===== src/shared/isd_pkg.sv =====
// Constants shared by the I2C slave and debug port block
package isd_pkg;
   // Clock and spike filter timing
   localparam int CLK_NS = 10;
   localparam int FILT_NS = 5;
   localparam int FILT_RAW = (FILT_NS + CLK_NS - 1) / CLK_NS;
   localparam int FILT_CYC = (FILT_RAW < 1) ? 1 : FILT_RAW;
   // Register byte addresses
   localparam logic [7:0] A_CTRL = 8'h00;
   localparam logic [7:0] A_SADR = 8'h04;
   localparam logic [7:0] A_DATA = 8'h08;
   localparam logic [7:0] A_STAT = 8'h0c;
   localparam logic [7:0] A_IEN = 8'h10;
   localparam logic [7:0] A_DBG = 8'h14;
   // Control bits (write side) and transmitting status (read side)
   localparam int C_SRST = 7;
   localparam int C_STR = 6;
   localparam int C_FILT = 5;
   localparam int C_XMT = 0;
   // Address register enable bit, also debug port enable in A_DBG
   localparam int ADR_EN = 7;
   // Status and interrupt enable bit positions
   localparam int S_DBG = 7;
   localparam int S_ADDR = 6;
   localparam int S_STOP = 5;
   localparam int S_RSTRT = 4;
   localparam int S_TXB = 3;
   localparam int S_RCB = 2;
   localparam int S_NACK = 0;
   // Status bits cleared by writing one
   localparam logic [7:0] W1C_MASK = 8'hf1;
   localparam logic [7:0] RST8 = 8'h00;
   localparam logic [3:0] BITS8 = 4'h8;
endpackage


===== src/rtl/isd_slave.sv =====
// I2C slave with debug address, APB registers and receive buffer
//
// Function
// - With debug enabled, answer the debug ID address and flag debug.
// - With debug disabled, answer only the programmed slave address.
// - Address register: bit 7 enables slave, bits 6..0 hold address.
// - Debug and ordinary addressing work at the same time.
// - Receive: address match sets match flag, then shift in SDA bits.
// - Set receive flag whenever a full byte is ready to read.
// - Byte arrives with receive buffer full, no stretching: answer NACK.
// - Same with stretching: hold SCL low until software reads a byte from the buffer.
// - Transmit: on match set flag, load preloaded byte, shift it out.
// - Loading the transmit byte sets the transmit buffer flag.
// - Shifter empty, flag set, stretching on: hold SCL until new data.
// - Shifter empty, flag set, stretching off: resend old byte, NACK.
// - Master NACK ends the read; release SDA for STOP or restart.
// - Filter on: accept a new level after FILT_CYC samples; FILT_CYC is 1, so no spike on SDA or SCL is dropped.
// - Filter off: SDA and SCL pass without filtering.
// - Control bit 7 resets the state machine and clears the address.
// - Each interrupt enable except bit 7 (debug) gates its flag onto the slave interrupt.
`timescale 1ns/10ps
`default_nettype none
module isd_slave #(
   parameter int DEPTH = 2
) (
   input wire logic pclk, // Peripheral clock
   input wire logic presetn, // Async reset, active low
   input wire logic [7:0] paddr, // APB address
   input wire logic psel, // APB select
   input wire logic penable, // APB enable
   input wire logic pwrite, // APB direction
   input wire logic [31:0] pwdata, // APB write data
   output logic [31:0] prdata, // APB read data
   output logic pready, // APB ready
   output logic pslverr, // APB error on unmapped address
   input wire logic scl_i, // SCL level on the wire
   output logic scl_o, // SCL drive value, always low
   output logic scl_oe, // SCL pulled low while high
   input wire logic sda_i, // SDA level on the wire
   output logic sda_o, // SDA drive value, always low
   output logic sda_oe, // SDA pulled low while high
   output logic irq, // Slave interrupt request
   output logic debug_irq // Debug address matched
);
   typedef enum logic [3:0] {
      ST_IDLE, ST_ADDR, ST_AACK, ST_RX, ST_RHOLD, ST_RACK,
      ST_TX, ST_TACK, ST_THOLD, ST_WAIT
   } isd_state_e;

   isd_state_e st_q;
   logic [7:0] ctrl_q, sadr_q, ien_q, dbg_q, stat_q, txd_q;
   logic [7:0] sh_q, txl_q;
   logic [3:0] bit_q;
   logic rw_q, mack_q, rnack_q, act_q;
   logic sda_oe_q, scl_oe_q, push_q, load_q;
   logic ev_dbg_q, ev_adr_q, ev_stop_q, ev_rs_q, ev_nack_q;
   logic [31:0] prdata_q;
   logic pready_q, pslverr_q, irq_q;
   logic [7:0] fifo_q [DEPTH];
   logic [$clog2(DEPTH)-1:0] wp_q, rp_q;
   logic [$clog2(DEPTH):0] cnt_q;
   logic raw [2];
   logic s1_q [2];
   logic s2_q [2];
   logic f_q [2];
   logic fp_q [2];
   logic [3:0] fc_q [2];
   logic setup, acc, wr, rd, srst, stren, full, scl_r, scl_f;
   logic start_c, stop_c;

   // Register select, used by read mux, error and write decode
   function automatic logic hit(input logic [7:0] a, input logic [7:0] o);
      hit = (a == o);
   endfunction

   assign setup = psel & ~penable;
   assign acc = psel & penable & pready_q;
   assign wr = acc & pwrite;
   assign rd = acc & ~pwrite;
   assign srst = ctrl_q[isd_pkg::C_SRST];
   assign stren = ctrl_q[isd_pkg::C_STR];
   assign full = (cnt_q == ($clog2(DEPTH)+1)'(DEPTH));
   assign raw[0] = scl_i;
   assign raw[1] = sda_i;

   // Two-flop sync, then an optional stability filter per line
   for (genvar g = 0; g < 2; g++) begin : g_in
      always_ff @(posedge pclk or negedge presetn) begin
         if (!presetn) begin
            s1_q[g] <= 1'b1;
            s2_q[g] <= 1'b1;
            f_q[g] <= 1'b1;
            fp_q[g] <= 1'b1;
            fc_q[g] <= 4'h0;
         end else begin
            s1_q[g] <= raw[g];
            s2_q[g] <= s1_q[g];
            fp_q[g] <= f_q[g];
            if (!ctrl_q[isd_pkg::C_FILT]) begin
               f_q[g] <= s2_q[g];
               fc_q[g] <= 4'h0;
            end else if (s2_q[g] == f_q[g]) begin
               fc_q[g] <= 4'h0; // Glitch gone before it was accepted
            end else if (fc_q[g] == 4'(isd_pkg::FILT_CYC - 1)) begin
               f_q[g] <= s2_q[g];
               fc_q[g] <= 4'h0;
            end else begin
               fc_q[g] <= fc_q[g] + 4'h1;
            end
         end
      end
   end

   assign scl_r = f_q[0] & ~fp_q[0];
   assign scl_f = ~f_q[0] & fp_q[0];
   assign start_c = f_q[0] & fp_q[0] & ~f_q[1] & fp_q[1];
   assign stop_c = f_q[0] & fp_q[0] & f_q[1] & ~fp_q[1];

   // Bus protocol state machine; drives SDA and SCL low only
   always_ff @(posedge pclk or negedge presetn) begin
      if (!presetn) begin
         st_q <= ST_IDLE;
         sh_q <= 8'h00;
         txl_q <= 8'h00;
         bit_q <= 4'h0;
         {rw_q, mack_q, rnack_q, act_q} <= 4'h0;
         {sda_oe_q, scl_oe_q, push_q, load_q} <= 4'h0;
         {ev_dbg_q, ev_adr_q, ev_stop_q, ev_rs_q, ev_nack_q} <= 5'h00;
      end else begin
         {push_q, load_q} <= 2'b00;
         {ev_dbg_q, ev_adr_q, ev_stop_q, ev_rs_q, ev_nack_q} <= 5'h00;
         if (srst) begin
            st_q <= ST_IDLE;
            {sda_oe_q, scl_oe_q, act_q} <= 3'b000;
         end else if (stop_c) begin
            st_q <= ST_IDLE;
            ev_stop_q <= act_q;
            {sda_oe_q, scl_oe_q, act_q} <= 3'b000;
         end else if (start_c) begin
            st_q <= ST_ADDR;
            ev_rs_q <= act_q;
            bit_q <= 4'h0;
            {sda_oe_q, scl_oe_q} <= 2'b00;
         end else begin
            if (scl_r && bit_q < isd_pkg::BITS8) begin
               sh_q <= {sh_q[6:0], f_q[1]};
               bit_q <= bit_q + 4'h1;
            end
            if (scl_r && st_q == ST_TACK)
               mack_q <= ~f_q[1];
            case (st_q)
               ST_ADDR: if (scl_f && bit_q == isd_pkg::BITS8) begin
                  bit_q <= 4'h0;
                  rw_q <= sh_q[0];
                  if (dbg_q[isd_pkg::ADR_EN] &&
                      sh_q[7:1] == dbg_q[6:0]) begin
                     ev_dbg_q <= 1'b1;
                     ev_adr_q <= 1'b1;
                     act_q <= 1'b1;
                     sda_oe_q <= 1'b1;
                     st_q <= ST_AACK;
                  end else if (sadr_q[isd_pkg::ADR_EN] &&
                      sh_q[7:1] == sadr_q[6:0]) begin
                     ev_adr_q <= 1'b1;
                     act_q <= 1'b1;
                     sda_oe_q <= 1'b1;
                     st_q <= ST_AACK;
                  end else begin
                     st_q <= ST_WAIT;
                  end
               end
               ST_AACK: if (scl_f) begin
                  sda_oe_q <= 1'b0;
                  bit_q <= 4'h0; // The ack clock is not a data bit
                  st_q <= rw_q ? ST_TACK : ST_RX;
                  mack_q <= 1'b1; // Address phase counts as acknowledged
               end
               ST_RX: if (scl_f && bit_q == isd_pkg::BITS8) begin
                  bit_q <= 4'h0;
                  rnack_q <= 1'b0;
                  if (!full) begin
                     push_q <= 1'b1;
                     sda_oe_q <= 1'b1;
                     st_q <= ST_RACK;
                  end else if (stren) begin
                     scl_oe_q <= 1'b1;
                     st_q <= ST_RHOLD;
                  end else begin
                     rnack_q <= 1'b1;
                     st_q <= ST_RACK;
                  end
               end
               ST_RHOLD: if (!full) begin
                  push_q <= 1'b1;
                  sda_oe_q <= 1'b1;
                  scl_oe_q <= 1'b0;
                  st_q <= ST_RACK;
               end
               ST_RACK: if (scl_f) begin
                  sda_oe_q <= 1'b0;
                  bit_q <= 4'h0; // Next byte counts from zero
                  st_q <= ST_RX;
               end
               ST_TACK: if (scl_f || (bit_q == 4'h0 && mack_q &&
                            rw_q && sda_oe_q == 1'b0 && act_q &&
                            f_q[0] == 1'b0 && fp_q[0] == 1'b0)) begin
                  bit_q <= 4'h0;
                  if (!mack_q) begin
                     sda_oe_q <= 1'b0;
                     st_q <= ST_WAIT;
                  end else if (!stat_q[isd_pkg::S_TXB]) begin
                     sh_q <= txd_q;
                     txl_q <= txd_q;
                     load_q <= 1'b1;
                     sda_oe_q <= ~txd_q[7];
                     st_q <= ST_TX;
                  end else if (stren) begin
                     scl_oe_q <= 1'b1;
                     st_q <= ST_THOLD;
                  end else begin
                     sh_q <= txl_q;
                     ev_nack_q <= 1'b1;
                     sda_oe_q <= ~txl_q[7];
                     st_q <= ST_TX;
                  end
               end
               ST_THOLD: if (!stat_q[isd_pkg::S_TXB]) begin
                  sh_q <= txd_q;
                  txl_q <= txd_q;
                  load_q <= 1'b1;
                  sda_oe_q <= ~txd_q[7];
                  scl_oe_q <= 1'b0;
                  st_q <= ST_TX;
               end
               ST_TX: if (scl_f) begin
                  if (bit_q == isd_pkg::BITS8) begin
                     sda_oe_q <= 1'b0;
                     mack_q <= 1'b0; // Wait for the master's own answer
                     bit_q <= 4'h0;
                     st_q <= ST_TACK;
                  end else begin
                     sda_oe_q <= ~sh_q[7];
                  end
               end
               ST_IDLE, ST_WAIT: sda_oe_q <= 1'b0;
               default: st_q <= ST_IDLE;
            endcase
         end
      end
   end

   // Receive buffer; a full buffer stalls the protocol machine when stretching is on
   always_ff @(posedge pclk or negedge presetn) begin
      if (!presetn) begin
         wp_q <= '0;
         rp_q <= '0;
         cnt_q <= '0;
      end else begin
         if (push_q && !full) begin
            fifo_q[wp_q] <= sh_q;
            wp_q <= wp_q + 1'b1;
         end
         if (rd && hit(paddr, isd_pkg::A_DATA) && cnt_q != '0)
            rp_q <= rp_q + 1'b1;
         cnt_q <= cnt_q + ($clog2(DEPTH)+1)'(push_q && !full)
            - ($clog2(DEPTH)+1)'(rd && hit(paddr, isd_pkg::A_DATA)
            && cnt_q != '0);
      end
   end

   // Software registers; soft reset clears the slave address
   always_ff @(posedge pclk or negedge presetn) begin
      if (!presetn) begin
         {ctrl_q, sadr_q, ien_q, dbg_q, txd_q} <= {5{isd_pkg::RST8}};
      end else begin
         if (wr && hit(paddr, isd_pkg::A_CTRL)) ctrl_q <= pwdata[7:0];
         if (srst) sadr_q <= isd_pkg::RST8;
         else if (wr && hit(paddr, isd_pkg::A_SADR)) sadr_q <= pwdata[7:0];
         if (wr && hit(paddr, isd_pkg::A_IEN)) ien_q <= pwdata[7:0];
         if (wr && hit(paddr, isd_pkg::A_DBG)) dbg_q <= pwdata[7:0];
         if (wr && hit(paddr, isd_pkg::A_DATA)) txd_q <= pwdata[7:0];
      end
   end

   // Sticky flags; a hardware set wins over a software clear
   always_ff @(posedge pclk or negedge presetn) begin
      if (!presetn) begin
         stat_q <= isd_pkg::RST8;
      end else begin
         stat_q <= (stat_q & ~((wr && hit(paddr, isd_pkg::A_STAT))
            ? (pwdata[7:0] & isd_pkg::W1C_MASK) : 8'h00))
            | {ev_dbg_q, ev_adr_q, ev_stop_q, ev_rs_q, 4'h0}
            | {7'h00, ev_nack_q};
         if (load_q) stat_q[isd_pkg::S_TXB] <= 1'b1;
         else if (wr && hit(paddr, isd_pkg::A_DATA))
            stat_q[isd_pkg::S_TXB] <= 1'b0;
         stat_q[isd_pkg::S_RCB] <= (cnt_q != '0);
      end
   end

   // APB answer with no wait state; slave interrupt output
   always_ff @(posedge pclk or negedge presetn) begin
      if (!presetn) begin
         prdata_q <= '0;
         {pready_q, pslverr_q, irq_q} <= 3'b000;
      end else begin
         pready_q <= setup;
         pslverr_q <= setup && !(hit(paddr, isd_pkg::A_CTRL) ||
            hit(paddr, isd_pkg::A_SADR) || hit(paddr, isd_pkg::A_DATA) ||
            hit(paddr, isd_pkg::A_STAT) || hit(paddr, isd_pkg::A_IEN) ||
            hit(paddr, isd_pkg::A_DBG));
         prdata_q <= '0;
         if (setup && hit(paddr, isd_pkg::A_CTRL))
            prdata_q[isd_pkg::C_XMT] <= (st_q == ST_TX || st_q == ST_TACK
               || st_q == ST_THOLD);
         if (setup && hit(paddr, isd_pkg::A_SADR)) prdata_q[7:0] <= sadr_q;
         if (setup && hit(paddr, isd_pkg::A_DATA))
            prdata_q[7:0] <= fifo_q[rp_q];
         if (setup && hit(paddr, isd_pkg::A_STAT)) prdata_q[7:0] <= stat_q;
         if (setup && hit(paddr, isd_pkg::A_IEN)) prdata_q[7:0] <= ien_q;
         if (setup && hit(paddr, isd_pkg::A_DBG)) prdata_q[7:0] <= dbg_q;
         irq_q <= |(stat_q & ien_q & ~8'h80);
      end
   end

   assign prdata = prdata_q;
   assign pready = pready_q;
   assign pslverr = pslverr_q;
   assign scl_o = 1'b0;
   assign sda_o = 1'b0;
   assign scl_oe = scl_oe_q;
   assign sda_oe = sda_oe_q;
   assign irq = irq_q;
   assign debug_irq = stat_q[isd_pkg::S_DBG];
endmodule
`default_nettype wire


===== config.mk =====
export PLATFORM = sky130hd
export DESIGN_NAME = isd_slave
export DESIGN_NICKNAME = d
export VERILOG_FILES = /design/src/shared/isd_pkg.sv /design/src/rtl/isd_slave.sv
export SDC_FILE = /design/constraint.sdc
export NUM_CORES = 1
export LEC_CHECK = 0
export BUFFER_PORTS_ARGS = -buffer_cell sky130_fd_sc_hd__buf_2
export CAP_MARGIN = 10
export CORE_UTILIZATION = 25
export DETAILED_ROUTE_END_ITERATION = 10
export PLACE_DENSITY = 0.43
export RECOVER_POWER = 25
export REMOVE_ABC_BUFFERS = 1
export SYNTH_ARGS = -nofsm -noshare
export SYNTH_HDL_FRONTEND = slang
export SYNTH_SLANG_ARGS = --single-unit

===== constraint.sdc =====
create_clock -name pclk -period 3.1 [get_ports pclk]
set_input_delay 0.62 -clock pclk [delete_from_list [all_inputs] [get_ports pclk]]
set_output_delay 0.62 -clock pclk [all_outputs]
set_load 0.1 [all_outputs]

## Word-level counts from Yosys, hierarchy flattened

Memories as Yosys holds them, arrays and structs flattened.
Index checks and enable logic that the tools add are counted.

- Magnitude comparators: 1
- Multiplexer cells: 142
- Reductions and logical operators: 65
- Equal/unequal tests: 43
- $add $sub $neg: 7
- Bitwise gates (word level): 30

Operators by type and width:

| cell | number |
|---|---|
| $mux 8 | 17 |
| $mux 4 | 30 |
| $mux 1 | 85 |
| $ne 5x5->1 const B | 12 |
| $pmux 4 s9 | 1 |
| $pmux 8 s2 | 2 |
| $logic_and 1x1->1 | 28 |
| $eq 4x3->1 const B | 4 |
| $eq 8x4->1 const B | 2 |
| $eq 8x5->1 const B | 2 |
| $logic_not 4->1 | 4 |
| $pmux 4 s4 | 1 |
| $eq 7x7->1 | 2 |
| $not 1->1 | 13 |
| $add 4x1->4 const B | 3 |
| $and 1x1->1 | 12 |
| $eq 4x4->1 const B | 3 |
| $reduce_bool 11->1 | 1 |
| $reduce_and 10->1 | 1 |
| $reduce_and 9->1 | 1 |
| $and 8x8->8 | 1 |
| $eq 4x2->1 const B | 2 |
| $eq 8x3->1 const B | 1 |
| $logic_not 8->1 | 1 |
| other kinds (36) | 59 |

- Bits in registers: 115
- Memories: 1
- Input bits: 47
- RAM bits: 16
- Word-level logic and storage cells: 328
- Output and inout port bits: 40

Memory list:

| memory | depth | width | read ports | clocked after Yosys merged registers in | write ports | line | source |
|---|---|---|---|---|---|---|---|
| fifo_q | 2 | 8 | 1 | 0 | 1 | isd_slave.sv:59 | `logic [7:0] fifo_q [DEPTH];` |

## Logic depth before layout (Yosys ltp)

Gate-level depths: netlist of run 1.

- Depth in word-level cells: 13
- Gate-level depth with buffers: 10
- Gate-level depth less buffers: 9

## Least setup slack after synthesis of run 1

No wires, ideal clock.

- Kind: register to register
- Start point: register pready_q (netlist: pready)
- End point: register cnt_q[1]
- Cell stages (with the launch flop): 9
- Data arrival time: 2.478 ns
- Setup slack: 0.542 ns
- Clock period less this slack: 2.558 ns
- Path buffers: 0
- Setup time: 0.080 ns
- Cells stage by stage: dfrtp_1 nand3_1 or4_1 nor3_1 ha_1 inv_1 ha_1 xnor2_1 xnor2_1

- Longest elaborated chain between the ends: 5

Ends and longest elaborated chain:

| element | line | source |
|---|---|---|
| start: declaration | isd_slave.sv:58 | `logic pready_q, pslverr_q, irq_q;` |
| start signal: assignment | isd_slave.sv:307 | `pready_q <= setup;` |
| $and 1x1->1 | isd_slave.sv:77 | `assign acc = psel & penable & pready_q;` |
| $and 1x1->1 | isd_slave.sv:79 | `assign rd = acc & ~pwrite;` |
| $logic_and 1x1->1 | isd_slave.sv:266 | `- ($clog2(DEPTH)+1)'(rd && hit(paddr, isd_pkg::A_DATA)` |
| $logic_and 1x1->1 | isd_slave.sv:267 | `&& cnt_q != '0);` |
| $sub 2x1->2 | isd_slave.sv:266 |  |
| end signal: assignment | isd_slave.sv:265 | `cnt_q <= cnt_q + ($clog2(DEPTH)+1)'(push_q && !full)` |
| end: declaration | isd_slave.sv:61 | `logic [$clog2(DEPTH):0] cnt_q;` |

No other way between the ends.
A chain may end at the register's enable or synchronous reset.

## Final worst setup path of run 1

- Start point: register f_q[1] (netlist name)
- End point: register st_q[1]

- Longest elaborated chain between the ends: 6
- Elaborated cells on any way between the ends: 25

Ends and longest elaborated chain:

| element | line | source |
|---|---|---|
| start: declaration | isd_slave.sv:65 | `logic f_q [2];` |
| start signal: indexed assignment | isd_slave.sv:100 | `f_q[g] <= s2_q[g];` |
| start signal: indexed assignment | isd_slave.sv:105 | `f_q[g] <= s2_q[g];` |
| branches (longest 6 deep; another with $reduce_and 10->1) | -- |  |
| end signal: assignment | isd_slave.sv:175 | `st_q <= rw_q ? ST_TACK : ST_RX;` |
| end: declaration | isd_slave.sv:50 | `isd_state_e st_q;` |

Several ways; the timed one is not identified.

==> results.txt, run 1 <==
Synthesis handed over a netlist of 609 instances. In this design, the stage delay of the slowest critical-path cell is 0.77 ns. The later pin in the worst-skew pair is clocked with a latency of 0.43 ns. The most repeated cell in the gate-level netlist after synthesis is dfrtp_1. The post-synthesis average cell area is 10.7 um2. The clock transition time at the flip-flop clock pins of the worst setup and hold paths was 0.06 ns; the fraction of synthesized cell area taken by the top area cell type was 38.8%.

The synthesis-to-layout area growth is 17.7%. Wire length of the first global-routing pass: 28.2 mm. Synthesized-area fraction occupied by xor and xnor cells: 3.36%. Global routing consumed, on the met2 layer, 21.7% of the routing resources.

Measured against the total synthesized area, the mux share comes to 11.5%. After layout, the worst path uses 81.3% of the clock period. TritonCTS built the clock tree. Measured against its own limit, the worst slew margin works out to -43.5%.

After detailed routing, the average wire length per cell comes to 17.9 um. Max-cap violations in this run came to 2. The TritonCTS buffer count came out at 17.

Leakage power: 3.41 nW. Once the floorplan was initialized, standard cells occupied 25.7% of the core. Among all stages on the critical path, the largest delay is contributed by dfstp_1. For the pin with the worst max-slew slack, the measured transition is 2.15 ns. The startpoint type of the worst setup path is a flop. Once placement finished, the instance area stood at 7040 um2. For this run, the share of the core covered by cells in the final layout is 30.2%. After synthesis the netlist holds a flip-flop and latch count of 125.

The checks that failed: max-capacitance violations, max-slew violations. Of all cell types, the one taking the most synthesized area is dfrtp_1. The core area is 25300 um2, and the die area is 26700 um2. The post-route netlist has 21.8% of its cells at a drive strength greater than 1. The first detailed-routing pass ran for 5 iterations. The die width was 163 um. For this design the top-level I/O count stands at 87. The time the final worst path needs with I/O delays and setup works out to 2.52 ns. For this run, the top clock speed supported by timing is 397 MHz. The synthesized netlist devotes 15.2% of its cell area to compound gates. For this run the aggregate overflow at the end of global routing stands at 0. The run gives 69 as the pin count of the biggest net entering global routing. For the level count of the clock H-tree, the log shows 4. The tools report the endpoint class of the critical path as a flop. By startpoint and endpoint, the worst setup path is classified as reg2reg.

The run finished, with violations left. Maximum fanout along the worst path: 12. The number of buffers on the longest clock path was 2; the initial antenna violation count was 0. For this run, the number of Yosys warnings is 0.

The adder and majority cell fraction of the synthesized area was 1.54%. Counting flops with an async set or reset pin after synthesis yields a share of 87.2%. After clock tree synthesis, the setup repair step added 0 buffers.

The mean number of vias per cell is 4.87, and the number of sinks handled by clock tree synthesis is 125. For met3 alone, demand over resource in global routing was 3.25%. The routed via count was 4861; the quantity of hold-fixing buffers added after cts was 0. Count of pins over their slew limit: 111. The run gives 711 as the layout net count.

Clock skew on the completed layout was measured at 0.0105 ns. The initial DRC count was 433. Data on the critical path arrives at its endpoint at 2.82 ns.

After routing the design area is 7660 um2. Traced cell by cell, the critical path runs through nor2b_1, buf_4, o21ai_0, nor2_1, a2111oi_0, o31ai_2, mux2_1. The hold violation total from the final report was 0. After global routing, the most crowded layer is met2. The synthesized design contains 16 enable-type register cells. 0 antenna diodes ended up in the layout. The logs give 0.843 for the last weighted congestion value of the routability-driven placer and 49.5% for the register area share after synthesis.

In the routed design, unresolved DRC markers number 0. The post-route setup TNS is 0 ns. The completed layout was analyzed and its total power is 5.65 mW. The run gives 58 as the placement row count.

STA puts the critical path data required time at 3.40 ns. The power density relative to cell area is 737 nW/um2. IR analysis of the VDD net gives a maximum drop of 382 uV. Count of input and output buffers: 36. By area the synthesized netlist is led by dfrtp_1, edfxtp_1, mux2_2, dfstp_2, buf_4.

By count the netlist is led by dfrtp_1, nor2_1, o21ai_0, mux2_2, nand2_1. Total routing usage reported by global routing: 14.2%. In this run, post-CTS repair resized a total of 0 instances. Summed over all nets, the half-perimeter wirelength after detailed placement is 13.0 mm. The worst hold path belongs to the class in2reg. For the global routing usage on met1, the log shows 19.5%.

Setup repair after global routing left no endpoint under its margin. The detail route stage leaves a number of antenna-violating nets equal to 0. Counting distinct cell types in the post-synthesis netlist gives 68. From bottom edge to top edge, the die measures 163 um. The cell sitting at the root of the clock tree is a clkbuf_16.

The combined buffer and inverter count along the critical path is 1. The run gives 2601 as the number of fill cells. The logs give 6510 um2 for the cell area after technology mapping and 4711 for the number of global-route vias before repair. Setup violations remaining at the end of the flow were counted as 0. In this design, the largest share of critical-path delay is due to compound AO/OA/AOI/OAI gates. For this run, the leading register cell type out of synthesis is dfrtp_1. The combinational family with the most area after synthesis is compound AO/OA/AOI/OAI gates.

Summed over all layers, the routed wires come to 17.9 mm. The fraction of the mapped netlist area in simple logic gates was 12.9%.
==> state kept, by name, indices dropped and copies added, names as in the netlist, 2 cells and up <==
name and count:
prdata 8, sh_q 8, ien_q 8, stat_q 7, fc_q 8, txl_q 8, sadr_q 8, s2_q 2
ctrl_q 3, fifo_q 16, s1_q 2, fp_q 2, f_q 2, st_q 4, cnt_q 2, txd_q 8
bit_q 4, dbg_q 8
==> worst paths after layout <==
| kind | from | to | slack [ns] | depth (start not counted) |
|---|---|---|---|---|
| hold reg to reg | s1_q[1]$_DFF_PN1_ | s2_q[1]$_DFF_PN1_ | 0.35 | 0 |
| setup / recovery | f_q[1]$_DFFE_PN1P_ | st_q[1]$_DFFE_PN0P_ | 0.58 | 7 |
| setup reg to reg | f_q[1]$_DFFE_PN1P_ | st_q[1]$_DFFE_PN0P_ | 0.58 | 7 |
| max in group asynchronous | presetn | prdata[4]$_DFF_PN0_ | 0.81 | 2 |
| hold / removal | scl_i | s1_q[1]$_DFF_PN1_ | 0.30 | 1 |
| min in group asynchronous | presetn | bit_q[2]$_DFFE_PN0P_ | 0.89 | 2 |
==> layout make-up <==
class | instances | area [um2] | share of cell area [%]
Multi-Input combinational cell | 438 | 2990 | 39.1
Clock buffer | 24 | 513 | 6.70
Tap cell | 330 | 413 | 5.39
Inverter | 14 | 52.6 | 0.686
Timing Repair Buffer | 60 | 344 | 4.49
Sequential cell | 125 | 3220 | 42.0
Clock inverter | 8 | 125 | 1.63
==> per-stage QoR <==
stage,hold slack (ns),cells,setup WS (ns)
3_5_place_dp,0.347,967,0.215
4_1_cts,0.274,999,0.633
6_report,0.295,999,0.581
2_1_floorplan,0.324,577,0.542
3_3_place_gp,0.347,967,0.248
5_1_grt,0.277,999,0.345
==> per-layer routing <==
layer / wire length, um / up-vias
met1: 8370 / 2411
met3: 917 / 27
li1: - / 2254
met2: 8290 / 169
met5: 0 / -
met4: 320 / 0
==> kinds of logic (layout without fill, tap and decap cells) <==
kind of cell | count (synthesis) | after routing
and+or+nand+nor | 166 | 166
xor gates and xnor gates | 25 | 25
buffers and inverters | 71 | 106
muxes | 66 | 66
DFF | 125 | 125
AOI/OAI and AO/OA | 147 | 147
other | 1 | 26
adders and majority gates | 8 | 8
==> power breakdown <==
| part | total [mW] | leakage (nW) | internal [mW] | switching [mW] |
|---|---|---|---|---|
| logic | 1.40 | 1.51 | 0.508 | 0.894 |
| clock network | 2.14 | 0.316 | 1.40 | 0.735 |
| registers | 2.11 | 1.58 | 1.85 | 0.262 |
==> layout by cell type, fill, tap and decap left out, types with 6 or more instances in the layout <==
| cell type | n |
|---|---|
| nor3_1 | 13 |
| clkbuf_16 | 18 |
| a21oi_1 | 27 |
| mux2_4 | 8 |
| xor2_1 | 11 |
| nand3_1 | 15 |
| nand2_1 | 36 |
| dfrtp_1 | 101 |
| o32a_1 | 9 |
| dfstp_2 | 6 |
| mux2_2 | 37 |
| ha_1 | 8 |
| nor2_1 | 45 |
| inv_1 | 14 |
| o21ai_0 | 39 |
| nor2b_1 | 10 |
| o22ai_1 | 9 |
| xnor2_1 | 14 |
| edfxtp_1 | 16 |
| a21o_1 | 9 |
| conb_1 | 26 |
| buf_2 | 34 |
| a221oi_1 | 9 |
| mux2i_1 | 20 |
| clkbuf_1 | 7 |
| buf_4 | 20 |
| nand2b_1 | 12 |
| a22oi_1 | 9 |
(Power assumes the default switching activity.)
==> run 2: changes to the inputs <==
Clock period 3.1 ns to 2.6 ns, I/O delays scaled along.
==> run 2 against run 1 <==
The flow still finishes with violations (max-capacitance violations, max-slew violations). Sequential share of layout area fell by 0.51 points. Utilization grew 0.37 points. Wire length grew 3.1%. First-iteration DRC count fell by 21%. Clock skew is 0.0022 ns lower. Flip-flop and latch count is the same. Clock-buffer cell count down 5. Global-route usage grew 0.34 points. Cell count is 1.6% higher. Clock power rose by 13%. Largest cell class unchanged. Largest power group is now sequential cells.
==> results.txt, run 2 (synthesis results as in run 1) <==
Setup repair after global routing left no endpoint under its margin. The number of sinks handled by clock tree synthesis is 125 (unchanged). Terminus of the critical flop-to-flop path: st_q[3]$_DFFE_PN0P_ (was st_q[1]$_DFFE_PN0P_). The run gives 2.91 ns (was 3.40 ns) as the required time at the endpoint of the critical path. The final-report setup violation count is 0 (unchanged).

The tools report the core area as 25300 um2 (unchanged). The initial antenna violation count is 0 (unchanged), and the sum of overflow across all layers after global routing is 0 (unchanged). The last weighted congestion value of the routability-driven placer was 0.870 (was 0.843). The run gives 0 (unchanged) as the number of antenna repair diodes.

The utilization after layout is 30.6% (was 30.2%). The final routed wire length divided by cell count was 18.2 um (was 17.9 um). Final period utilization: 90.5% (was 81.3%). The tools report the reg-to-reg setup timing slack as 0.25 ns (was 0.58 ns). Mean number of vias per cell: 4.89 (was 4.87). The number of nets with antenna violations after detailed routing is 0 (unchanged), and the final worst setup slack is 0.248 ns (was 0.581 ns).

The tools report the later-pin clock latency in the skew report as 0.42 ns (was 0.43 ns). The post-detailed-routing wire length came out at 18.5 mm (was 17.9 mm). Startpoint of the most critical register-to-register path: bit_q[0]$_DFFE_PN0P_ (was f_q[1]$_DFFE_PN1P_). The path class of the lowest-slack min-delay path was in2reg (unchanged). The overall die height works out to 163 um (unchanged). The post-CTS repair timing setup buffer count came out at 0 (unchanged). The count of input and output buffers came out at 36 (unchanged). Count of pins over their slew limit: 110 (was 111).

The level count of the clock H-tree was 4 (unchanged). The tools report the root buffer selected by CTS as clkbuf_16 (unchanged). The tools report the half-perimeter wire length after detailed placement as 13.4 mm (was 13.0 mm). The die width is 163 um (unchanged), and the number of iterations in the first detailed-routing pass is 5 (unchanged).

The clock transition time at the flip-flop clock pins of the worst setup and hold paths was 0.06 ns (about the same); the post-route setup TNS was 0 ns (unchanged). For the wire length of the first global-routing pass, the log shows 29.1 mm (was 28.2 mm). The total routing usage reported by global routing is 14.6% (was 14.2%), and the number of flip-flops in the largest register is 16 (unchanged).

Highest-count cells in the layout ignoring fill and taps: dfrtp_1, nor2_1, o21ai_0, buf_4, mux2_2 (was dfrtp_1, nor2_1, o21ai_0). TritonCTS built the clock tree. The I/O pin count was 87 (unchanged); the synthesis-to-layout area growth was 19.2% (was 17.7%). The register with the highest flop count was fifo_q (unchanged). The data arrival at the endpoint of the critical path was 2.66 ns (was 2.82 ns); the initial DRC count was 341 (was 433).

The tools report the start point of the critical path as bit_q[0]$_DFFE_PN0P_ (was f_q[1]$_DFFE_PN1P_). The run gives 425 MHz (was 397 MHz) as the highest attainable clock frequency. The share of post-route cells with drive strength above 1 came out at 24.7% (was 21.8%). The endpoint class of the critical path was a flop (unchanged).

The placement row count was 58 (unchanged). The flow ran to the end, but the final reports show violations. The logs give -4.03% (was -43.5%) for the max-slew headroom at the worst pin and 110 (was 69) for the pin count of the biggest net entering global routing. The layout net count came out at 727 (was 711). The logs give 0.00838 ns (was 0.0105 ns) for the setup clock skew after layout and 0 (unchanged) for the DRC violations left.

The startpoint type of the worst setup path is a flop (unchanged). Commonest non-fill, non-tap cell in the layout: dfrtp_1 (unchanged). The logs give 0 (unchanged) for the count of cells resized by post-cts repair and 3.47 nW (was 3.41 nW) for the leakage power. Hold violation total from the final report: 0 (unchanged). The critical path class was reg2reg (unchanged). The maximum vdd ir drop was 409 uV (was 382 uV). The routed via count is 4959 (was 4861), and the worst reg2reg path depth is 7 (unchanged). The power density relative to cell area is 862 nW/um2 (was 737 nW/um2), and the time the final worst path needs with I/O delays and setup is 2.35 ns (was 2.52 ns).

The number of buffers on the longest clock path was 2 (unchanged); the number of global-route vias before repair was 5004 (was 4711). The tools report the TritonCTS buffer count as 17 (unchanged). The maximum fanout along the worst path works out to 5 (was 12).

The tools report the worst setup slack after placement as -0.0347 ns (was 0.215 ns). Violations in the final reports: max-capacitance violations, max-slew violations (unchanged). The actual slew at the worst max-slew pin is 1.56 ns (was 2.15 ns), and the power consumption is 6.69 mW (was 5.65 mW). The number of maximum-capacitance constraint violations is 1 (was 2), and the die area is 26700 um2 (unchanged). The starting density of the core is 25.7% (unchanged). The tools report the quantity of hold-fixing buffers added after cts as 0 (unchanged). The worst setup path endpoint was st_q[3]$_DFFE_PN0P_ (was st_q[1]$_DFFE_PN0P_).
## run 2: cell types whose count changed in the layout (fill, tap and decap cells not counted), moves of 2 or more
cell        delta
buf_4         +19
clkbuf_1       -5
inv_6          +5
clkbuf_8       -4
bufinv_16      -2
clkinvlp_4     +2
dfstp_1        -2
dfstp_2        +2
## run 2: worst min path at each step
| stage | slack (ns) | startpoint | to | depth (start not counted) |
|---|---|---|---|---|
| 3_3_place_gp | 0.35 | s1_q[1]$_DFF_PN1_ | s2_q[1]$_DFF_PN1_ | 0 |
| 5_1_grt | 0.19 | scl_i | s1_q[1]$_DFF_PN1_ | 1 |
| 2_1_floorplan | 0.22 | presetn | act_q$_DFFE_PN0P_ | 0 |
| 4_1_cts | 0.18 | scl_i | s1_q[1]$_DFF_PN1_ | 1 |
| 3_5_place_dp | 0.35 | s1_q[1]$_DFF_PN1_ | s2_q[1]$_DFF_PN1_ | 0 |
| 6_report | 0.20 | scl_i | s1_q[1]$_DFF_PN1_ | 1 |
## run 2: critical path, stage by stage, from the launching register on
cell and delay (ns):
dfrtp_1 0.40, inv_1 0.08, ha_1 0.15, and3b_1 0.28, nand2_1 0.18, a22o_1 0.26, o31ai_2 0.49, mux2_2 0.39
## run 2: final cells by class
class | count | area, um2
fillers | 2610 | 17600
flip-flops and latches | 125 | 3220
multi-input cells | 438 | 2990
repair buffers | 76 | 478
clock buffers | 19 | 475
well taps | 330 | 413
clock inverters | 13 | 123
inverters | 14 | 52.6
## run 2: layer usage
layer | wire length, um | vias up | GRT usage, %
li1 | - | 2288 | -
met1 | 8720 | 2473 | 19.5
met2 | 8490 | 165 | 23.0
met3 | 823 | 33 | 2.79
met4 | 423 | 0 | 5.99
met5 | 0 | - | 0
## run 2: power breakdown
| part | internal [mW] | total, mW | switching (mW) |
|---|---|---|---|
| Clock | 1.44 | 2.41 | 0.963 |
| Combinational | 0.669 | 1.78 | 1.11 |
| Sequential | 2.20 | 2.50 | 0.294 |
| Total | 4.32 | 6.69 | 2.37 |
## run 2: through the flow
stage | area [um2] | hold slack (ns) | std cells
2_1_floorplan | 6260 | 0.224 | 577
3_3_place_gp | 7170 | 0.348 | 983
3_5_place_dp | 7170 | 0.352 | 983
4_1_cts | 7770 | 0.180 | 1015
5_1_grt | 7750 | 0.187 | 1015
6_report | 7750 | 0.198 | 1015
==> run 3: changes to the inputs <==
==> constraint.sdc (replaced) <==
create_clock -name pclk -period 2.6 [get_ports pclk]
set_input_delay 0.39 -clock pclk [delete_from_list [all_inputs] [get_ports pclk]]
set_output_delay 0.39 -clock pclk [all_outputs]
set_load 0.1 [all_outputs]
==> run 3 against run 2 <==
The flow now finishes without violations. Critical path depth is the same. Non-clock buffer count decreased by 3. Via count shrank 0.56%. Global-route usage increased by 0.23 points. Setup slack got worse by 0.019 ns. Register-to-register slack worse by 0.02 ns. Flip-flop and latch count unchanged. Clock skew increased by 0.0043 ns. Sequential share of layout area is 0.22 points higher. Clock-buffer cell count did not move. Die area unchanged. First-iteration DRC count is 26% lower.
==> results.txt, run 3 (synthesis results as in run 1) <==
The tools report the met3 track demand over resource as 2.72% (was 2.79%). The run gives 0 (unchanged) as the number of nets with antenna violations after detailed routing. The startpoint type of the worst setup path is a flop (unchanged). The global routing usage on met1 was 19.6% (was 19.5%). The start point of the critical path was bit_q[0]$_DFFE_PN0P_ (unchanged).

The final routed wire length divided by cell count is 18.4 um (was 18.2 um). The count of cells resized by post-cts repair is 0 (unchanged). Register with the highest flop count: fifo_q (unchanged). The reg-to-reg setup timing slack is 0.23 ns (was 0.25 ns), and the post-CTS repair timing setup buffer count is 0 (unchanged). Root buffer selected by CTS: clkbuf_16 (unchanged). Highest-count cells in the layout ignoring fill and taps: dfrtp_1, nor2_1, o21ai_0 (was dfrtp_1, nor2_1, o21ai_0, buf_4, mux2_2). The tools report the DRC violations left as 0 (unchanged).

The count of placed standard cells including taps was 980 (was 983). The routed via count is 4931 (was 4959), and the number of global-route vias before repair is 4994 (was 5004). The count of pins over their slew limit was 0 (was 110).

The synthesis-to-layout area growth was 18.5% (was 19.2%). The logs give 0 (unchanged) for the final-report setup violation count and 0.0127 ns (was 0.00838 ns) for the setup clock skew after layout. The tools report the worst slack on hold paths as 0.0674 ns (was 0.198 ns).

The data arrival at the endpoint of the critical path is 2.68 ns (was 2.66 ns), and the die area is 26700 um2 (unchanged). Commonest non-fill, non-tap cell in the layout: dfrtp_1 (unchanged). The standard cell with the maximum stage delay on the critical path is o31ai_2 (unchanged).

Total routing usage reported by global routing: 14.8% (was 14.6%). Setup repair after global routing left no endpoint under its margin. The level count of the clock H-tree came out at 4 (unchanged). The leakage power was 3.44 nW (was 3.47 nW); the stage delay of the slowest cell on the critical path was 0.50 ns (was 0.49 ns). The most crowded layer after global routing was met2 (unchanged). The run gives 0.853 (was 0.870) as the last weighted congestion value of the routability-driven placer. The startpoint of the most critical register-to-register path was bit_q[0]$_DFFE_PN0P_ (unchanged). Half-perimeter wire length after detailed placement: 13.7 mm (was 13.4 mm). The logs give 0 (unchanged) for the quantity of hold-fixing buffers added after cts and 2599 (was 2610) for the number of fill cells. For the number of buffers on the longest clock path, the log shows 2 (unchanged). The path class of the lowest-slack min-delay path is in2reg (unchanged). The tools report the post-route setup TNS as 0 ns (unchanged). The clock transition time at the flip-flop clock pins of the worst setup and hold paths came out at 0.06 ns (about the same). Later-pin clock latency in the skew report: 0.42 ns (about the same). The tools report the endpoint class of the critical path as a flop (unchanged).

The placement row count was 58 (unchanged); the count of input and output buffers was 36 (unchanged). The I/O pin count was 87 (unchanged); the initial antenna violation count was 0 (unchanged). Max-slew headroom at the worst pin: 19.0% (was -4.03%).

The flow ran to the end, and the final reports show no timing, DRC or antenna violations. The core area is 25300 um2 (unchanged). The pin count of the biggest net entering global routing was 62 (was 110). The number of standard cells in the layout, taps in and fillers out was 1012 (was 1015). The tools report the number of sinks handled by clock tree synthesis as 125 (unchanged). Die width: 163 um (unchanged). The TritonCTS buffer count was 17 (unchanged). The mean number of vias per cell came out at 4.87 (was 4.89). The layout net count is 724 (was 727), and the starting density of the core is 25.7% (unchanged). Number of flip-flops in the largest register: 16 (unchanged). CP cell instances: inv_1, ha_1, and3b_1, nand2_1, a22o_1, o31ai_2, mux2_2 (unchanged). The actual slew at the worst max-slew pin is 1.22 ns (was 1.56 ns), and the total placed instance area is 7140 um2 (was 7170 um2). The wire length of the first global-routing pass was 29.1 mm (about the same); the power consumption was 6.67 mW (was 6.69 mW).

The sum of overflow across all layers after global routing was 0 (unchanged); the number of iterations in the first detailed-routing pass was 4 (was 5). The number of maximum-capacitance constraint violations is 0 (was 1). The highest attainable clock frequency is 422 MHz (was 425 MHz), and the maximum fanout along the worst path is 5 (unchanged). The critical path class was reg2reg (unchanged).

The run gives 18.6 mm (was 18.5 mm) as the post-detailed-routing wire length. For the post-route cell area, the log shows 7710 um2 (was 7750 um2). The share of post-route cells with drive strength above 1 is 23.5% (was 24.7%), and the power density relative to cell area is 865 nW/um2 (was 862 nW/um2).

The met2 usage is 23.8% (was 23.0%). The hold path startpoint was scl_i (unchanged). The overall die height came out at 163 um (unchanged). The hold violation total from the final report is 0 (unchanged), and the initial DRC count is 254 (was 341). For the number of antenna repair diodes, the log shows 0 (unchanged).

The final period utilization came out at 91.2% (was 90.5%). The time the final worst path needs with I/O delays and setup was 2.37 ns (was 2.35 ns); the required time at the endpoint of the critical path was 2.91 ns (about the same). TritonCTS built the clock tree. The maximum vdd ir drop was 465 uV (was 409 uV).
==> run 3: report_power, final <==
| part | switching, mW | internal [mW] |
|---|---|---|
| Combinational | 1.15 | 0.659 |
| Clock | 0.916 | 1.47 |
| Sequential | 0.269 | 2.21 |
| Total | 2.34 | 4.33 |
==> run 3: final timing paths <==
path                            cells past startpoint                     to
worst max-delay path                                7    st_q[3]$_DFFE_PN0P_
worst min register to register                      0      s2_q[1]$_DFF_PN1_
max in group asynchronous                           2    stat_q[5]$_DFF_PN0_
worst min-delay path                                1      s1_q[1]$_DFF_PN1_
min in group asynchronous                           2  ctrl_q[6]$_DFFE_PN0P_
worst max register to register                      7    st_q[3]$_DFFE_PN0P_
==> run 3: cell type report <==
| cell class | instances | area (um2) | share of cell area (%) |
|---|---|---|---|
| tap | 330 | 413 | 5.35 |
| inverter | 14 | 52.6 | 0.681 |
| clock inverter | 13 | 139 | 1.80 |
| clock buffer | 19 | 454 | 5.89 |
| sequential | 125 | 3220 | 41.7 |
| timing repair buffer | 73 | 442 | 5.73 |
| multi-input combinational | 438 | 2990 | 38.8 |
==> run 3: critical path: cells and delay by family (launching register included) <==
kind / cells / cell delay [ns]
and+or+nand+nor: 2 / 0.42
AOI/OAI and AO/OA: 2 / 0.78
muxes: 1 / 0.40
DFF: 1 / 0.41
buffers and inverters: 1 / 0.09
adders and majority gates: 1 / 0.16
==> run 3: metal layers <==
metal / vias up / share of wire [%]
met5: - / 0
met4: 0 / 1.7
met3: 22 / 4.8
met2: 165 / 47
met1: 2460 / 46
li1: 2284 / -
==> run 3: per-stage QoR <==
stage / setup slack (ns) / util [%]
finish: 0.229 / 30.5
global route: 0.103 / 30.5
CTS: 0.239 / 30.5
detailed placement: 0.00454 / 28.2
global placement: 0.0705 / 28.2
floorplan: 0.0417 / -
